File: config.mk
export PLATFORM = sky130hd
export DESIGN_NAME = pmicr_ldo_pgood_regs
export DESIGN_NICKNAME = d
export VERILOG_FILES = /design/src/design/pmicr_pkg.sv /design/src/design/pmicr_i2c_front.sv /design/src/design/pmicr_fault_flags.sv /design/src/design/pmicr_ldo_pgood_regs.sv
export SDC_FILE = /design/constraint.sdc
export NUM_CORES = 1
export LEC_CHECK = 0
export BUFFER_PORTS_ARGS = -buffer_cell sky130_fd_sc_hd__buf_2
export CORE_MARGIN = 2
export CORE_UTILIZATION = 30
export DETAILED_ROUTE_END_ITERATION = 6
export GPL_TIMING_DRIVEN = 0
export PLACE_DENSITY = 0.55
export SYNTH_ARGS = -nofsm -noshare
export SYNTH_HDL_FRONTEND = slang
export SYNTH_SLANG_ARGS = --single-unit
export TNS_END_PERCENT = 100
File: constraint.sdc
create_clock -name sys_clk -period 5.77 [get_ports sys_clk]
set_input_delay 0.2885 -clock sys_clk [delete_from_list [all_inputs] [get_ports sys_clk]]
set_output_delay 0.2885 -clock sys_clk [all_outputs]
set_load 0.1 [all_outputs]
File: src/design/pmicr_pkg.sv
// Package with register map, field layout, reset values and shared types of the regulator register slice.
package pmicr_pkg;

  localparam logic [7:0] ADDR_DISCH = 8'hAD;
  localparam logic [7:0] ADDR_A1CTL = 8'hAE;
  localparam logic [7:0] ADDR_PG1 = 8'hB0;
  localparam logic [7:0] ADDR_PG2 = 8'hB1;
  localparam logic [7:0] ADDR_FLT1 = 8'hB2;

  localparam logic [7:0] RST_DISCH = 8'h61;
  localparam logic [7:0] RST_PG = 8'h00;
  localparam logic [7:0] RST_FLT = 8'h00;
  localparam logic [7:0] RST_PTR = 8'h00;
  localparam logic [7:0] READ_NONE = 8'h00;
  localparam logic [7:0] A1_RST_3V3 = 8'h7C;
  localparam logic [7:0] A1_RST_1V8 = 8'h69;
  localparam logic [2:0] I2C_IDLE_SYNC = 3'h7;

  localparam int DISCH_TERM_BIT = 4;
  localparam int A1_DIS_MSB = 7;
  localparam int A1_DIS_LSB = 6;
  localparam int A1_ESD_BIT = 5;
  localparam int A1_VID_MSB = 4;
  localparam int A1_VID_LSB = 1;
  localparam int A1_EN_BIT = 0;
  localparam int PG1_A2_BIT = 7;
  localparam int PG2_FIVE_BIT = 5;
  localparam int PG2_A1_BIT = 4;
  localparam int PG2_TERM_BIT = 3;
  localparam int PG2_A3_BIT = 0;
  localparam logic [7:0] FLT1_KEEP_MASK = 8'hBF;
  localparam logic [3:0] BYTE_BITS = 4'h8;

  typedef enum logic [1:0] {
    DIS_NONE = 2'h0,
    DIS_100_OHM = 2'h1,
    DIS_200_OHM = 2'h2,
    DIS_500_OHM = 2'h3
  } pmicr_dis_t;

  typedef struct packed {
    logic linreg_a2;
    logic [5:0] step_down;
    logic linreg_five;
    logic linreg_a1;
    logic termination;
    logic linreg_a3;
  } pmicr_pg_in_t;

  typedef struct packed {
    logic rise;
    logic fall;
    logic start;
    logic stop;
    logic sda;
  } pmicr_i2c_ev_t;

endpackage

File: src/design/pmicr_i2c_front.sv
// Bus pin synchroniser with clock edge, start and stop detection.
`timescale 1ns/10ps
module pmicr_i2c_front
  import pmicr_pkg::*;
(
  input wire logic sys_clk,
  input wire logic rstn,
  input wire logic scl_pin,
  input wire logic sda_pin,
  output pmicr_i2c_ev_t ev
);

  typedef struct packed {
    logic [2:0] scl;
    logic [2:0] sda;
  } pmicr_front_st_t;

  pmicr_front_st_t st_reg;
  pmicr_front_st_t st_next;

  // Stage 0 feeds only stage 1; events look at stages 1 and 2.
  always_comb begin
    st_next = st_reg;
    st_next.scl = {st_reg.scl[1:0], scl_pin};
    st_next.sda = {st_reg.sda[1:0], sda_pin};
  end

  always_ff @(posedge sys_clk) begin
    if (!rstn) begin
      st_reg <= {I2C_IDLE_SYNC, I2C_IDLE_SYNC};
    end else begin
      st_reg <= st_next;
    end
  end

  assign ev.rise = st_reg.scl[1] & ~st_reg.scl[2];
  assign ev.fall = ~st_reg.scl[1] & st_reg.scl[2];
  assign ev.start = st_reg.scl[1] & st_reg.scl[2] & st_reg.sda[2] & ~st_reg.sda[1];
  assign ev.stop = st_reg.scl[1] & st_reg.scl[2] & ~st_reg.sda[2] & st_reg.sda[1];
  assign ev.sda = st_reg.sda[1];

endmodule

File: src/design/pmicr_fault_flags.sv
// Sticky fault flags that hardware sets and the host clears by writing one.
`timescale 1ns/10ps
module pmicr_fault_flags
  import pmicr_pkg::*;
#(
  parameter int W = 8,
  parameter logic [W-1:0] KEEP = FLT1_KEEP_MASK
)
(
  input wire logic sys_clk,
  input wire logic rstn,
  input wire logic [W-1:0] set_lvl,
  input wire logic [W-1:0] clr_mask,
  output logic [W-1:0] flags
);

  typedef struct packed {
    logic [W-1:0] flags;
  } pmicr_flt_st_t;

  pmicr_flt_st_t st_reg;
  pmicr_flt_st_t st_next;
  logic [W-1:0] bit_next;
  logic [W-1:0] set_masked;
  logic [W-1:0] clr_masked;

  assign set_masked = set_lvl & KEEP;
  assign clr_masked = clr_mask & KEEP;

  // A set in the same cycle as a clear keeps the flag.
  for (genvar i = 0; i < W; i++) begin : g_flag
    assign bit_next[i] = set_masked[i] | (st_reg.flags[i] & ~clr_masked[i]);
  end

  always_comb begin
    st_next = st_reg;
    st_next.flags = bit_next;
  end

  always_ff @(posedge sys_clk) begin
    if (!rstn) begin
      st_reg.flags <= RST_FLT[W-1:0];
    end else begin
      st_reg <= st_next;
    end
  end

  assign flags = st_reg.flags;
endmodule

File: src/design/pmicr_ldo_pgood_regs.sv
// Register slice for termination discharge, regulator A1 control, power-good and fault status over the serial port.
`timescale 1ns/10ps
module pmicr_ldo_pgood_regs
  import pmicr_pkg::*;
#(
  parameter logic [6:0] DEV_ADDR = 7'h2A
)
(
  input wire logic sys_clk,
  input wire logic rstn,
  input wire logic scl_pin,
  input wire logic sda_pin,
  output logic sda_out,
  output logic sda_oe,
  input pmicr_pg_in_t pg_in,
  input wire logic [7:0] regulation_lost_flag,
  input wire logic emergency_shutdown,
  input wire logic [7:0] otp_a1_reset,
  output logic termination_discharge_select,
  output pmicr_dis_t linreg_a1_discharge_strength,
  output logic linreg_a1_emergency_off_select,
  output logic [3:0] linreg_a1_voltage_code,
  output logic linreg_a1_enable_bit,
  output logic linreg_a1_on
);

  typedef enum logic [8:0] {
    ST_IDLE = 9'h001,
    ST_ADDR = 9'h002,
    ST_ACK_ADDR = 9'h004,
    ST_PTR = 9'h008,
    ST_ACK_PTR = 9'h010,
    ST_WDATA = 9'h020,
    ST_ACK_W = 9'h040,
    ST_RDATA = 9'h080,
    ST_ACK_R = 9'h100
  } pmicr_state_t;

  typedef struct packed {
    pmicr_state_t state;
    logic [3:0] bitcnt;
    logic [7:0] shift;
    logic [7:0] ptr;
    logic rw;
    logic mack;
    logic sda_oe;
    logic sda_o;
    logic [7:0] disch;
    logic [7:0] a1ctl;
    pmicr_pg_in_t pg_s1;
    logic [7:0] pg1;
    logic [7:0] pg2;
    logic esd_s1;
    logic esd_s2;
    logic [7:0] lost_s1;
    logic [7:0] lost_s2;
    logic a1_on;
  } pmicr_st_t;

  pmicr_st_t r;
  pmicr_st_t n;
  pmicr_i2c_ev_t ev;
  logic wr_fire;
  logic [7:0] clr_mask;
  logic [7:0] flt1;
  logic [7:0] rd_now;
  logic [7:0] rd_inc;

  pmicr_i2c_front u_front (
    .sys_clk(sys_clk),
    .rstn(rstn),
    .scl_pin(scl_pin),
    .sda_pin(sda_pin),
    .ev(ev)
  );

  pmicr_fault_flags #(
    .W(8),
    .KEEP(FLT1_KEEP_MASK)
  ) u_flt1 (
    .sys_clk(sys_clk),
    .rstn(rstn),
    .set_lvl(r.lost_s2),
    .clr_mask(clr_mask),
    .flags(flt1)
  );

  // Read mux; unmapped addresses return zero.
  function automatic logic [7:0] rd_byte(input logic [7:0] a);
    logic [7:0] v;
    v = READ_NONE;
    unique case (a)
      ADDR_DISCH: v = r.disch;
      ADDR_A1CTL: v = r.a1ctl;
      ADDR_PG1: v = r.pg1;
      ADDR_PG2: v = r.pg2;
      ADDR_FLT1: v = flt1;
      default: v = READ_NONE;
    endcase
    return v;
  endfunction

  // A process, not a continuous assignment, so that a status byte changing under a fixed pointer is seen.
  always_comb begin
    rd_now = rd_byte(r.ptr);
    rd_inc = rd_byte(r.ptr + 8'h01);
  end
  assign clr_mask = (wr_fire && r.ptr == ADDR_FLT1) ? r.shift : 8'h00;

  always_comb begin
    n = r;
    wr_fire = 1'b0;
    n.sda_o = 1'b0;
    // Power-good bits pass two flops and track the rails live.
    n.pg_s1 = pg_in;
    n.pg1 = {r.pg_s1.linreg_a2, 1'h0, r.pg_s1.step_down};
    n.pg2 = {2'h0, r.pg_s1.linreg_five, r.pg_s1.linreg_a1, r.pg_s1.termination, 2'h0, r.pg_s1.linreg_a3};
    n.esd_s1 = emergency_shutdown;
    n.esd_s2 = r.esd_s1;
    n.lost_s1 = regulation_lost_flag;
    n.lost_s2 = r.lost_s1;
    n.a1_on = r.a1ctl[A1_EN_BIT] & ~(r.esd_s2 & r.a1ctl[A1_ESD_BIT]);
    if (ev.start) begin
      n.state = ST_ADDR;
      n.bitcnt = 4'h0;
      n.sda_oe = 1'b0;
    end else if (ev.stop) begin
      n.state = ST_IDLE;
      n.sda_oe = 1'b0;
    end else begin
      unique case (r.state)
        ST_IDLE: begin
          n.sda_oe = 1'b0;
        end
        ST_ADDR, ST_PTR, ST_WDATA: begin
          if (ev.rise) begin
            n.shift = {r.shift[6:0], ev.sda};
            n.bitcnt = r.bitcnt + 4'h1;
          end else if (ev.fall && r.bitcnt == BYTE_BITS) begin
            n.sda_oe = 1'b1;
            if (r.state == ST_ADDR) begin
              if (r.shift[7:1] == DEV_ADDR) begin
                n.rw = r.shift[0];
                n.state = ST_ACK_ADDR;
              end else begin
                n.sda_oe = 1'b0;
                n.state = ST_IDLE;
              end
            end else if (r.state == ST_PTR) begin
              n.ptr = r.shift;
              n.state = ST_ACK_PTR;
            end else begin
              wr_fire = 1'b1;
              n.state = ST_ACK_W;
            end
          end
        end
        ST_ACK_ADDR: begin
          if (ev.fall) begin
            n.bitcnt = 4'h0;
            if (r.rw) begin
              n.shift = rd_now;
              n.sda_oe = ~rd_now[7];
              n.state = ST_RDATA;
            end else begin
              n.sda_oe = 1'b0;
              n.state = ST_PTR;
            end
          end
        end
        ST_ACK_PTR, ST_ACK_W: begin
          if (ev.fall) begin
            n.sda_oe = 1'b0;
            n.bitcnt = 4'h0;
            n.state = ST_WDATA;
            if (r.state == ST_ACK_W) begin
              n.ptr = r.ptr + 8'h01;
            end
          end
        end
        ST_RDATA: begin
          if (ev.rise) begin
            n.bitcnt = r.bitcnt + 4'h1;
          end else if (ev.fall) begin
            if (r.bitcnt == BYTE_BITS) begin
              n.sda_oe = 1'b0;
              n.state = ST_ACK_R;
            end else begin
              n.shift = {r.shift[6:0], 1'b0};
              n.sda_oe = ~r.shift[6];
            end
          end
        end
        ST_ACK_R: begin
          if (ev.rise) begin
            n.mack = ~ev.sda;
          end else if (ev.fall) begin
            if (r.mack) begin
              n.ptr = r.ptr + 8'h01;
              n.shift = rd_inc;
              n.sda_oe = ~rd_inc[7];
              n.bitcnt = 4'h0;
              n.state = ST_RDATA;
            end else begin
              n.state = ST_IDLE;
            end
          end
        end
      endcase
    end
    // Completed write bytes land here; power-good bytes ignore writes, and a fault byte write clears flags through clr_mask.
    if (wr_fire) begin
      if (r.ptr == ADDR_DISCH) begin
        n.disch = r.shift;
      end else if (r.ptr == ADDR_A1CTL) begin
        n.a1ctl = r.shift;
      end
    end
  end

  always_ff @(posedge sys_clk) begin
    if (!rstn) begin
      r.state <= ST_IDLE;
      r.bitcnt <= 4'h0;
      r.shift <= 8'h00;
      r.ptr <= RST_PTR;
      r.rw <= 1'b0;
      r.mack <= 1'b0;
      r.sda_oe <= 1'b0;
      r.sda_o <= 1'b0;
      r.disch <= RST_DISCH;
      r.a1ctl <= otp_a1_reset;
      r.pg_s1 <= '0;
      r.pg1 <= RST_PG;
      r.pg2 <= RST_PG;
      r.esd_s1 <= 1'b0;
      r.esd_s2 <= 1'b0;
      r.lost_s1 <= 8'h00;
      r.lost_s2 <= 8'h00;
      r.a1_on <= 1'b0;
    end else begin
      r <= n;
    end
  end

  assign sda_out = r.sda_o;
  assign sda_oe = r.sda_oe;
  assign termination_discharge_select = r.disch[DISCH_TERM_BIT];
  assign linreg_a1_discharge_strength = pmicr_dis_t'(r.a1ctl[A1_DIS_MSB:A1_DIS_LSB]);
  assign linreg_a1_emergency_off_select = r.a1ctl[A1_ESD_BIT];
  assign linreg_a1_voltage_code = r.a1ctl[A1_VID_MSB:A1_VID_LSB];
  assign linreg_a1_enable_bit = r.a1ctl[A1_EN_BIT];
  assign linreg_a1_on = r.a1_on;
endmodule

## Word level (Yosys, flattened, before mapping)

Index checks and enable logic that the tools add are counted.

- Output and inout port bits: 12
- Logic and storage cells: 209
- Input port bits: 32
- Bits in registers: 108

- Add/sub/neg operators: 2
- Muxes and demuxes: 66
- Equal/unequal tests: 50
- Reduce and logical (&&, ||, !) cells: 20
- Bitwise gates (word level): 42

Operators by type and width:

| operator | number |
|---|---|
| 8-bit two-way mux | 14 |
| 8-bit equality test, second input constant | 10 |
| 8-bit one-hot mux with 5 select lines | 2 |
| 9-bit two-way mux | 8 |
| 13-bit one-hot mux with 5 select lines | 1 |
| 29-bit two-way mux | 2 |
| 54-bit two-way mux | 1 |
| 2-bit != test, second input constant | 18 |
| 4-bit != test, second input constant | 9 |
| 8-bit one-hot mux with 4 select lines | 1 |
| 1-bit two-way mux | 25 |
| 8-bit one-hot mux with 3 select lines | 1 |
| 12-bit AND reduction | 2 |
| 22-bit two-way mux | 1 |
| 21-bit two-way mux | 1 |
| 20-bit two-way mux | 1 |
| 10-bit AND reduction | 2 |
| 1-bit NOT | 19 |
| 9-bit AND reduction | 2 |
| 1-bit bitwise AND | 16 |
| 13-bit two-way mux | 1 |
| 12-bit two-way mux | 1 |
| 9-bit by 1-bit equality test with 1-bit output, second input constant | 1 |
| 9-bit by 2-bit equality test with 1-bit output, second input constant | 1 |
| other kinds (30) | 40 |

## Logic depth before layout (Yosys ltp)

Gate-level depths: netlist of run 1.

- Depth in word-level cells: 13
- Gate-level depth with buffers: 10
- Gate-level depth less buffers: 8

## Hierarchy

A second synthesis of run 1 with hierarchy kept.

- Cell total of the unflattened synthesis: 582
- Area total of the unflattened synthesis: 5,320.1 µm²

By module, submodules not included:

| module | area an instance (µm²) | instances | sequential area each (µm²) | cells an instance |
|---|---|---|---|---|
| pmicr_ldo_pgood_regs | 4,874.7 | 1 | 1,861.8 | 542 |
| pmicr_fault_flags | 247.7 | 1 | 140.1 | 23 |
| pmicr_i2c_front | 197.7 | 1 | 120.1 | 17 |

## Worst setup path before layout of run 1

OpenSTA, ideal clock, no wires.

- Kind: reg-to-reg
- From: register r[67] (netlist name)
- To: register sda_oe (netlist name)
- Required time: 5.643 ns
- Library setup time: 0.127 ns
- Buffers on the path: 0
- Path slack: 3.527 ns
- Cell stages (with the launch flop): 8
- Arrival: 2.116 ns
- Clock period less this slack: 2.243 ns
- Path through: dfxtp_1 > ha_1 > nand2_1 > o31a_1 > a2111oi_1 > nand2_1 > a31oi_1 > a211oi_1

- Cells in the longest elaborated chain, start to end: 8
- Elaborated cells between the ends (all ways): 21
- Classes of those cells: add/sub (1); eq/ne (10); mux (8); bitwise (2)

RTL lines:

| element | RTL line | RTL |
|---|---|---|
| start, declared | pmicr_ldo_pgood_regs.sv:60 | `pmicr_st_t r;` |
| start signal, assigned | pmicr_ldo_pgood_regs.sv:242 | `r <= n;` |
| 8-bit by 1-bit adder with 8-bit output | pmicr_ldo_pgood_regs.sv:106 | `rd_inc = rd_byte(r.ptr + 8'h01);` |
| 8-bit equality test | pmicr_ldo_pgood_regs.sv:92 | `unique case (a)` |
| 8-bit one-hot mux with 5 select lines | pmicr_ldo_pgood_regs.sv:92 |  |
| 1-bit NOT | pmicr_ldo_pgood_regs.sv:201 | `n.sda_oe = ~rd_inc[7];` |
| 1-bit two-way mux | pmicr_ldo_pgood_regs.sv:198 | `if (r.mack) begin` |
| 1-bit two-way mux | pmicr_ldo_pgood_regs.sv:197 | `end else if (ev.fall) begin` |
| 1-bit two-way mux | pmicr_ldo_pgood_regs.sv:195 | `if (ev.rise) begin` |
| 1-bit one-hot mux with 6 select lines * | pmicr_ldo_pgood_regs.sv:131 | `unique case (r.state)` |

Mark *: on every way between the ends. The rest lies on a longest branch, timed or not. The select of a mux whose other input is x is not followed.
A chain may end at the register's enable or synchronous reset.

## Worst setup path after layout of run 1

- From: register r[67] (netlist name)
- To: register sda_oe (netlist name)

- Cells in the longest elaborated chain, start to end: 8
- Elaborated cells between the ends (all ways): 21
- Classes of those cells: add/sub (1); eq/ne (10); mux (8); bitwise (2)

RTL lines:

| element | RTL line |
|---|---|
| 8-bit by 1-bit adder with 8-bit output | pmicr_ldo_pgood_regs.sv:106 |
| 8-bit equality test | pmicr_ldo_pgood_regs.sv:92 |
| 8-bit one-hot mux with 5 select lines | pmicr_ldo_pgood_regs.sv:92 |
| 1-bit NOT | pmicr_ldo_pgood_regs.sv:201 |
| 1-bit two-way mux | pmicr_ldo_pgood_regs.sv:198 |
| 1-bit two-way mux | pmicr_ldo_pgood_regs.sv:197 |
| 1-bit two-way mux | pmicr_ldo_pgood_regs.sv:195 |
| 1-bit one-hot mux with 6 select lines * | pmicr_ldo_pgood_regs.sv:131 |

Marked as above.

==> impl_metrics.env, run 1 <==
export IMPL_hold_path_end="u_front.st_next[1]$_SDFF_PN1_"
export IMPL_cts_setup_buffers=0
export IMPL_seqCellArea_um2=2080
export IMPL_hold_violations=0
export IMPL_antenna_left=0
export IMPL_setup_tns_ns=0
export IMPL_first_pass_iters=7
export IMPL_core_area_um2=17200
export IMPL_yosysWarnings=0
export IMPL_synthToLayoutAreaGrowth_pct=15.4
export IMPL_ctsHoldBuffers=0
export IMPL_antenna_found_initial=0
export IMPL_crit_type="reg -> reg"
export IMPL_via_count=4671
export IMPL_async_reset_ff_share_pct=0
export IMPL_core_rowCount=48
export IMPL_numCtsBuffers=9
export IMPL_place_hpwl_um=11400
export IMPL_synth_area_leaders="dfxtp_1, and2_1, edfxtp_1"
export IMPL_drt_iter0_drc=500
export IMPL_worstMarginPinSlew_ns=1.15
export IMPL_cts_root_buf="clkbuf_16"
export IMPL_nNetsFinal=665
export IMPL_synth_flop_cell="dfxtp_1"
export IMPL_multi_input_area_um2=2860
export IMPL_cap_violations=0
export IMPL_worstHoldStart="sda_pin"
export IMPL_ys_seq_area_share_pct=39.6
export IMPL_vias_per_cell=5.46
export IMPL_r2r_end="sda_oe$_SDFFE_PP0P_"
export IMPL_violations="design-rule violations"
export IMPL_fin_util_pct=35.2
export IMPL_worst_path_most_repeated_cell="nand2_1"
export IMPL_required_ns=6.00
export IMPL_grt_pass1_vias=4419
export IMPL_postSynthCellCount=575
export IMPL_grt_pass1_wl_um=24200
export IMPL_post_cts_resized=0
export IMPL_drv_slew=0
export IMPL_fillerInstances=1786
export IMPL_syn_nets=614
export IMPL_grt_max_degree=21
export IMPL_r2r_start="r[67]$_SDFFE_PN0P_"
export IMPL_largest_register_ffs=57
export IMPL_drt_total_wl_um=15100
export IMPL_synth_most_common_cell="dfxtp_1"
export IMPL_ctsHtreeMaxLevel=3
export IMPL_synth_top_area_share_pct=35.1
export IMPL_ir_worst_vdd_mv=0.214
export IMPL_max_stage_delay_ns=1.01
export IMPL_p_leak_nw=2.24
export IMPL_synth_common_cells="dfxtp_1, and2_1, nand2_1"
export IMPL_start_util_pct=30.5
export IMPL_worstSetupStartpointType="flop"
export IMPL_die_area_um2=18600
export IMPL_n_antenna_cell=0
export IMPL_slew_headroom_pct=23.1
export IMPL_worstSkewPairLatency_ns=0.35
export IMPL_cts_path_max_buffers=2
export IMPL_yosys_area_top_type="dfxtp_1"
export IMPL_track_usage_pct=16.7
export IMPL_fin_skew_ns=0.00874
export IMPL_synth_avg_cell_area_um2=9.14
export IMPL_max_freq_mhz=335
export IMPL_synth_edff_count=8
export IMPL_layout_drive_gt1_share_pct=17.3
export IMPL_rsz0062_at_grt="false"
export IMPL_clkTransAtPathRegs_ns=0.07
export IMPL_hold_path_depth=2
export IMPL_min_period_ns=2.99
export IMPL_final_setup_viol_count=0
export IMPL_r2r_slack_ns=2.78
export IMPL_die_x_um=136
export IMPL_outcome="finished, violations left"
export IMPL_path_cells="ha_1, nand2_1, o31a_1, a2111oi_1, nand2_1, a31oi_1, a211oi_1"
export IMPL_cts_tree="done"
export IMPL_cts_sinks=100
export IMPL_synth_seq_cells=100
export IMPL_cp_end_kind="flop"
export IMPL_path_max_fanout=10
export IMPL_ios=44
export IMPL_ys_types=83
export IMPL_power_density_nw_per_um2=244
export IMPL_wl_per_cell_um=17.7
export IMPL_overflow=0
export IMPL_cp_data_arrival_time_ns=3.21
export IMPL_largest_register="r"
export IMPL_hold_class="in -> reg"
export IMPL_post_route_drc_count=5
export IMPL_finalCritPeriodShare_pct=51.8
export IMPL_gp_congestion=0.930
export IMPL_cp_slowest_cell="a2111oi_1"
export IMPL_io_buffers=40
export IMPL_r2r_cells=7
export IMPL_die_h_um=136
export IMPL_synth_area_um2=5250
## layout by cell type (no fill, tap or decap), types with 7 or more instances in the layout
master,netlist,final
mux2i_1,16,16
nand3_1,18,18
a22o_1,12,12
a21oi_1,23,23
and3_1,14,14
mux2_2,7,7
a22oi_1,9,9
or3_1,8,8
nand2b_1,11,11
clkbuf_16,0,9
inv_1,12,12
clkbuf_1,30,30
nand4_1,8,8
dfxtp_1,92,92
nand2_1,44,44
a222oi_1,7,7
nor2_1,37,37
buf_4,9,9
o21ai_0,14,14
o211ai_1,7,7
ha_1,7,7
buf_2,4,44
and2_1,44,44
edfxtp_1,8,8
## power by group
part           internal [mW]  switching (mW)  leakage (nW)
clock network          0.351           0.292         0.158
logic                 0.0354          0.0688          1.24
registers              0.721          0.0130         0.834
## layer usage
layer  up-vias  wire length, um  track usage (%)
met5         -                0                0
met4         0              473             6.37
met3        44              916             3.09
met2       193             6800             26.4
met1      2205             6920             22.6
li1       2229                -                -
## cell type report
cell class / instances / area share (%)
timing repair buffer: 40 / 3.30
multi-input combinational: 414 / 47.2
clock inverter: 7 / 1.65
inverter: 12 / 0.743
sequential: 100 / 34.4
clock buffer: 9 / 3.72
tap: 225 / 4.64
buffer: 49 / 4.44
## critical path, delay by kind of cell (launching register included)
family / cells / cell delay [ns]
compound gates: 4 / 1.70
fa+ha+maj: 1 / 0.38
flops: 1 / 0.51
simple gates: 2 / 0.26
## how the worst max path moves through the flow
| stage | start | end | slack [ns] | cells past startpoint |
|---|---|---|---|---|
| 5_1_grt | r[67]$_SDFFE_PN0P_ | sda_oe$_SDFFE_PP0P_ | 2.55 | 7 |
| 6_report | r[67]$_SDFFE_PN0P_ | sda_oe$_SDFFE_PP0P_ | 2.78 | 7 |
| 4_1_cts | r[67]$_SDFFE_PN0P_ | sda_oe$_SDFFE_PP0P_ | 2.82 | 7 |
| 3_3_place_gp | r[67]$_SDFFE_PN0P_ | sda_oe$_SDFFE_PP0P_ | 2.83 | 7 |
| 2_1_floorplan | r[67]$_SDFFE_PN0P_ | sda_oe$_SDFFE_PP0P_ | 3.53 | 7 |
| 3_5_place_dp | r[67]$_SDFFE_PN0P_ | sda_oe$_SDFFE_PP0P_ | 2.83 | 7 |
## through the flow
stage	area [um2]	setup WS (ns)	instances	power, mW	hold WS (ns)
after floorplan	5250	3.53	575	0.822	0.385
final	6060	2.78	856	1.48	0.117
after CTS	6060	2.82	856	1.50	0.103
after global routing	6060	2.55	856	1.53	0.116
after detailed placement	5740	2.83	840	0.854	0.398
after global placement	5740	2.83	840	0.852	0.393
## logic make-up (layout without fill, tap and decap cells)
logic type	Yosys count	in the layout	synth area share [%]
and+or+nand+nor	240	240	26.6
muxes	23	23	4.55
buffers and inverters	61	117	5.98
adders and majority gates	7	7	1.67
AOI/OAI and AO/OA	137	137	20.5
other	1	1	0.0714
DFF	100	100	39.6
xor gates and xnor gates	6	6	1.00
(Power assumes the default switching activity.)
==> run 2: changes to the inputs <==
--- a/config.mk
+++ b/config.mk
@@ -10,7 +10,7 @@
 export CORE_UTILIZATION = 30
 export DETAILED_ROUTE_END_ITERATION = 6
 export GPL_TIMING_DRIVEN = 0
-export PLACE_DENSITY = 0.55
+export PLACE_DENSITY = 0.56
 export SYNTH_ARGS = -nofsm -noshare
 export SYNTH_HDL_FRONTEND = slang
 export SYNTH_SLANG_ARGS = --single-unit
==> constraint.sdc (replaced) <==
create_clock -name sys_clk -period 2.7 [get_ports sys_clk]
set_input_delay 0.135 -clock sys_clk [delete_from_list [all_inputs] [get_ports sys_clk]]
set_output_delay 0.135 -clock sys_clk [all_outputs]
set_load 0.1 [all_outputs]
==> impl_metrics.env, run 2 (same netlist as run 1, synthesis figures left out) <==
export IMPL_layout_drive_gt1_share_pct=17.6
export IMPL_outcome="complete, no violations"
export IMPL_hold_class="in -> reg"
export IMPL_required_ns=2.98
export IMPL_vias_per_cell=5.45
export IMPL_power_density_nw_per_um2=500
export IMPL_clkTransAtPathRegs_ns=0.08
export IMPL_min_period_ns=2.63
export IMPL_ir_worst_vdd_mv=0.258
export IMPL_via_count=4762
export IMPL_max_freq_mhz=380
export IMPL_ctsHtreeMaxLevel=3
export IMPL_final_cell_mix="dfxtp_1, and2_1, nand2_1, buf_2, nor2_1"
export IMPL_power_frac_clock_pct=42.6
export IMPL_synthToLayoutAreaGrowth_pct=20.2
export IMPL_cts_path_max_buffers=2
export IMPL_final_common_cell="dfxtp_1"
export IMPL_place_hpwl_um=11300
export IMPL_drv_slew=0
export IMPL_die_x_um=136
export IMPL_seqCellArea_um2=2080
export IMPL_drt_total_wl_um=15500
export IMPL_multi_input_area_um2=2930
export IMPL_drt_iter0_drc=449
export IMPL_path_cells="buf_2, or3b_2, o21ai_0, nand3_1, a21oi_2, buf_4, o21ai_0, a211oi_1"
export IMPL_path_delay_family="compound AO/OA/AOI/OAI gates"
export IMPL_finalCritPeriodShare_pct=97.5
export IMPL_post_route_drc_count=0
export IMPL_comb_power_share_pct=7.8
export IMPL_cts_sinks=100
export IMPL_worstMarginPinSlew_ns=0.864
export IMPL_worstSetupStartpointType="flop"
export IMPL_cp_slowest_cell="or3b_2"
export IMPL_first_pass_iters=5
export IMPL_cap_violations=0
export IMPL_fin_skew_ns=0.00809
export IMPL_p_int_mw=2.31
export IMPL_gp_congestion=0.918
export IMPL_p_leak_nw=2.32
export IMPL_core_rowCount=48
export IMPL_antenna_left=0
export IMPL_final_setup_viol_count=0
export IMPL_cp_end_kind="flop"
export IMPL_worst_path_most_repeated_cell="o21ai_0"
export IMPL_setup_tns_ns=0
export IMPL_grt_max_degree=22
export IMPL_overflow=0
export IMPL_p_seq_share_pct=49.6
export IMPL_switching_power_uw=852
export IMPL_crit_buf_inv=2
export IMPL_rsz0062_at_grt="false"
export IMPL_switching_share_pct=27.0
export IMPL_crit_type="reg -> reg"
export IMPL_grt_pass1_vias=4529
export IMPL_wl_per_cell_um=17.8
export IMPL_ios=44
export IMPL_track_usage_pct=17.2
export IMPL_p_total_mw=3.16
export IMPL_cts_root_buf="clkbuf_16"
export IMPL_nNetsFinal=683
export IMPL_core_area_um2=17200
export IMPL_n_antenna_cell=0
export IMPL_slew_headroom_pct=41.8
export IMPL_largest_register="r"
export IMPL_max_stage_delay_ns=0.49
export IMPL_numCtsBuffers=9
export IMPL_path_max_fanout=10
export IMPL_hold_ws_ns=0.000755
export IMPL_r2r_slack_ns=0.07
export IMPL_fillerInstances=1749
export IMPL_hold_violations=0
export IMPL_fin_util_pct=36.6
export IMPL_io_buffers=40
export IMPL_cts_tree="done"
export IMPL_cp_data_arrival_time_ns=2.91
export IMPL_worstSkewPairLatency_ns=0.36
export IMPL_antenna_found_initial=0
export IMPL_start_util_pct=30.5
export IMPL_die_area_um2=18600
export IMPL_largest_register_ffs=57
export IMPL_grt_pass1_wl_um=24700
export IMPL_die_h_um=136
## run 2: repair_timing
action / 4_1_cts / 5_1_grt
cloned: 0 / 0
setup endpoints to repair: 7 / 40
setup buffers: 0 / 0
hold buffers: 20 / 0
hold endpoints to repair: 20 / 0
resized for setup: 3 / 8
## run 2: power by group through the flow
stage / Sequential [mW] / Combinational (mW) / Clock (mW)
2_1_floorplan: 1.61 / 0.148 / 0
3_3_place_gp: 1.60 / 0.221 / 0
3_5_place_dp: 1.60 / 0.224 / 0
4_1_cts: 1.57 / 0.247 / 1.37
5_1_grt: 1.57 / 0.266 / 1.41
6_report: 1.57 / 0.247 / 1.34
## run 2: metal layers
metal / routed length [um] / global-route usage (%) / up-vias
met5: 0 / 0 / -
met4: 471 / 7.23 / 0
met3: 1040 / 2.57 / 33
met2: 7080 / 27.7 / 210
met1: 6950 / 22.9 / 2262
li1: - / - / 2257
## run 2: final timing paths
path,startpoint,end,depth (start not counted)
max,r[91]$_SDFFE_PP0P_,r[75]$_SDFFE_PN0P_,8
min reg2reg,u_front.st_next[4]$_SDFF_PN1_,u_front.st_next[5]$_SDFF_PN1_,1
max reg2reg,r[91]$_SDFFE_PP0P_,r[75]$_SDFFE_PN0P_,8
min,pg_in[0],n[19]$_SDFF_PN0_,2
## run 2: layout make-up
| type | instances | share of cell area, % |
|---|---|---|
| flip-flops and latches | 100 | 33.0 |
| well taps | 225 | 4.46 |
| clock buffers | 9 | 3.57 |
| clock inverters | 7 | 1.45 |
| repair buffers | 60 | 6.34 |
| multi-input cells | 414 | 46.3 |
| plain buffers | 47 | 4.16 |
| inverters | 12 | 0.713 |
## run 2: metrics by stage
step / cell area, um2 / worst slack [ns] / instances
after detailed placement: 5740 / -0.217 / 840
after CTS: 6270 / 0.0218 / 876
after floorplan: 5250 / 0.457 / 575
final: 6310 / 0.0662 / 874
after global placement: 5740 / -0.168 / 840
after global routing: 6310 / 0.00852 / 874
==> run 3: changes to the inputs <==
--- a/config.mk
+++ b/config.mk
@@ -10,7 +10,7 @@
 export CORE_UTILIZATION = 30
 export DETAILED_ROUTE_END_ITERATION = 6
 export GPL_TIMING_DRIVEN = 0
-export PLACE_DENSITY = 0.56
+export PLACE_DENSITY = 0.55
 export SYNTH_ARGS = -nofsm -noshare
 export SYNTH_HDL_FRONTEND = slang
 export SYNTH_SLANG_ARGS = --single-unit
==> constraint.sdc (replaced) <==
create_clock -name sys_clk -period 2.5 [get_ports sys_clk]
set_input_delay 0.125 -clock sys_clk [delete_from_list [all_inputs] [get_ports sys_clk]]
set_output_delay 0.125 -clock sys_clk [all_outputs]
set_load 0.1 [all_outputs]
==> impl_metrics.env, run 3 (same netlist as run 1, synthesis figures left out) <==
export IMPL_outcome="complete, no violations"
export IMPL_final_common_cell="dfxtp_1"
export IMPL_cts_root_buf="clkbuf_16"
export IMPL_path_max_fanout=10
export IMPL_cts_tree="done"
export IMPL_power_density_nw_per_um2=532
export IMPL_place_hpwl_um=11400
export IMPL_path_delay_family="compound AO/OA/AOI/OAI gates"
export IMPL_ios=44
export IMPL_cp_end_kind="flop"
export IMPL_track_usage_pct=16.9
export IMPL_min_period_ns=2.46
export IMPL_final_setup_worst_slack_ns=0.0360
export IMPL_max_freq_mhz=406
export IMPL_p_leak_nw=2.40
export IMPL_die_x_um=136
export IMPL_overflow=0
export IMPL_io_buffers=40
export IMPL_rsz0062_at_grt="true"
export IMPL_final_setup_viol_count=0
export IMPL_worstMarginPinSlew_ns=0.689
export IMPL_wl_per_cell_um=17.5
export IMPL_largest_register="r"
export IMPL_core_area_um2=17200
export IMPL_worstSkewPairLatency_ns=0.36
export IMPL_ctsHtreeMaxLevel=3
export IMPL_vias_per_cell=5.41
export IMPL_worstSetupStartpointType="flop"
export IMPL_ir_worst_vdd_mv=0.512
export IMPL_antenna_found_initial=0
export IMPL_first_pass_iters=6
export IMPL_cap_violations=0
export IMPL_drv_slew=0
export IMPL_path_cells="buf_6, or3_4, buf_6, nor4b_2, o211a_1, o2111ai_4, buf_4, a311o_1, o211a_1"
export IMPL_crit_type="reg -> reg"
export IMPL_die_area_um2=18600
export IMPL_via_count=4771
export IMPL_start_util_pct=30.5
export IMPL_grt_max_degree=21
export IMPL_cp_slowest_cell="or3_4"
export IMPL_grt_pass1_wl_um=24500
export IMPL_layout_drive_gt1_share_pct=21.8
export IMPL_hold_class="in -> reg"
export IMPL_core_rowCount=48
export IMPL_place_ws_ns=-0.436
export IMPL_finalCritPeriodShare_pct=98.6
export IMPL_max_stage_delay_ns=0.40
export IMPL_die_h_um=136
export IMPL_clkTransAtPathRegs_ns=0.07
export IMPL_grt_pass1_vias=4513
export IMPL_post_route_drc_count=0
export IMPL_antenna_left=0
export IMPL_cp_data_arrival_time_ns=2.71
export IMPL_required_ns=2.75
export IMPL_numCtsBuffers=9
export IMPL_cts_path_max_buffers=2
export IMPL_fin_skew_ns=0.00919
export IMPL_crit_buf_inv=3
export IMPL_largest_register_ffs=57
export IMPL_drt_iter0_drc=549
export IMPL_synthToLayoutAreaGrowth_pct=23.4
export IMPL_final_cell_mix="dfxtp_1, and2_1, nand2_1, buf_2, nor2_1"
export IMPL_drt_total_wl_um=15500
export IMPL_p_total_mw=3.45
export IMPL_cts_sinks=100
export IMPL_n_antenna_cell=0
export IMPL_gp_congestion=0.930
export IMPL_nNetsFinal=691
export IMPL_hold_violations=0
export IMPL_slew_headroom_pct=54.1
## run 3: cell count changes in the layout (fill, tap and decap cells not counted), sizes merged
cell         delta
dlygate4sd3     +1
clkinv          -1
clkbuf          -1
bufinv          +1
buf             +8
## run 3: where the power goes
part	internal [mW]	switching [mW]	leakage [nW]	total (mW)
combinational	0.105	0.166	1.40	0.271
clock	0.809	0.679	0.158	1.49
sequential	1.66	0.0299	0.834	1.69
total	2.58	0.875	2.40	3.45
## run 3: what timing repair did
item / 4_1_cts / 5_1_grt
pin swaps: 0 / 5
hold endpoints to repair: 21 / 0
resized for setup: 10 / 35
endpoints found under the setup margin: 24 / 44
gates cloned: 0 / 1
setup buffers: 1 / 7
hold buffers: 21 / 0
## run 3: worst register-to-register path, cell delays in order, from the launching register on
cell	delay [ns]
dfxtp_1	0.31
buf_6	0.13
or3_4	0.40
buf_6	0.16
nor4b_2	0.28
o211a_1	0.23
o2111ai_4	0.23
buf_4	0.23
a311o_1	0.27
o211a_1	0.13
## run 3: final cells by class
| cell class | instances | area (um2) |
|---|---|---|
| fillers | 1735 | 10800 |
| multi-input cells | 414 | 3010 |
| flip-flops and latches | 100 | 2090 |
| repair buffers | 70 | 478 |
| well taps | 225 | 282 |
| plain buffers | 45 | 264 |
| clock buffers | 9 | 225 |
| clock inverters | 7 | 100 |
| inverters | 12 | 45.0 |
## run 3: layer usage
metal / share of wire [%] / track usage (%)
met1: 45 / 22.7
met2: 46 / 26.9
met3: 6.7 / 3.13
met4: 2.9 / 6.48
met5: 0 / 0
## run 3: worst paths after layout
path                                      start                                   endpoint  slack [ns]  depth (start not counted)
hold reg to reg   u_front.st_next[4]$_SDFF_PN1_              u_front.st_next[5]$_SDFF_PN1_        0.41                          1
setup reg to reg             r[87]$_SDFFE_PN0P_                         r[69]$_SDFFE_PN0P_        0.04                          9
hold / removal                  otp_a1_reset[7]  linreg_a1_discharge_strength[1]$_DFFE_PP_        0.07                          2
setup / recovery             r[87]$_SDFFE_PN0P_                         r[69]$_SDFFE_PN0P_        0.04                          9
## run 3: per-stage QoR
stage	TNS [ns]	util (%)	cell area [um2]	hold WS [ns]	std cells
after floorplan	0	-	5250	0.226	575
after global routing	-0.0552	37.6	6480	0.0671	882
after detailed placement	-3.66	33.3	5740	0.314	840
final	0	37.6	6480	0.0726	882
after global placement	-3.51	33.3	5740	0.314	840
after CTS	0	36.8	6340	0.0624	878
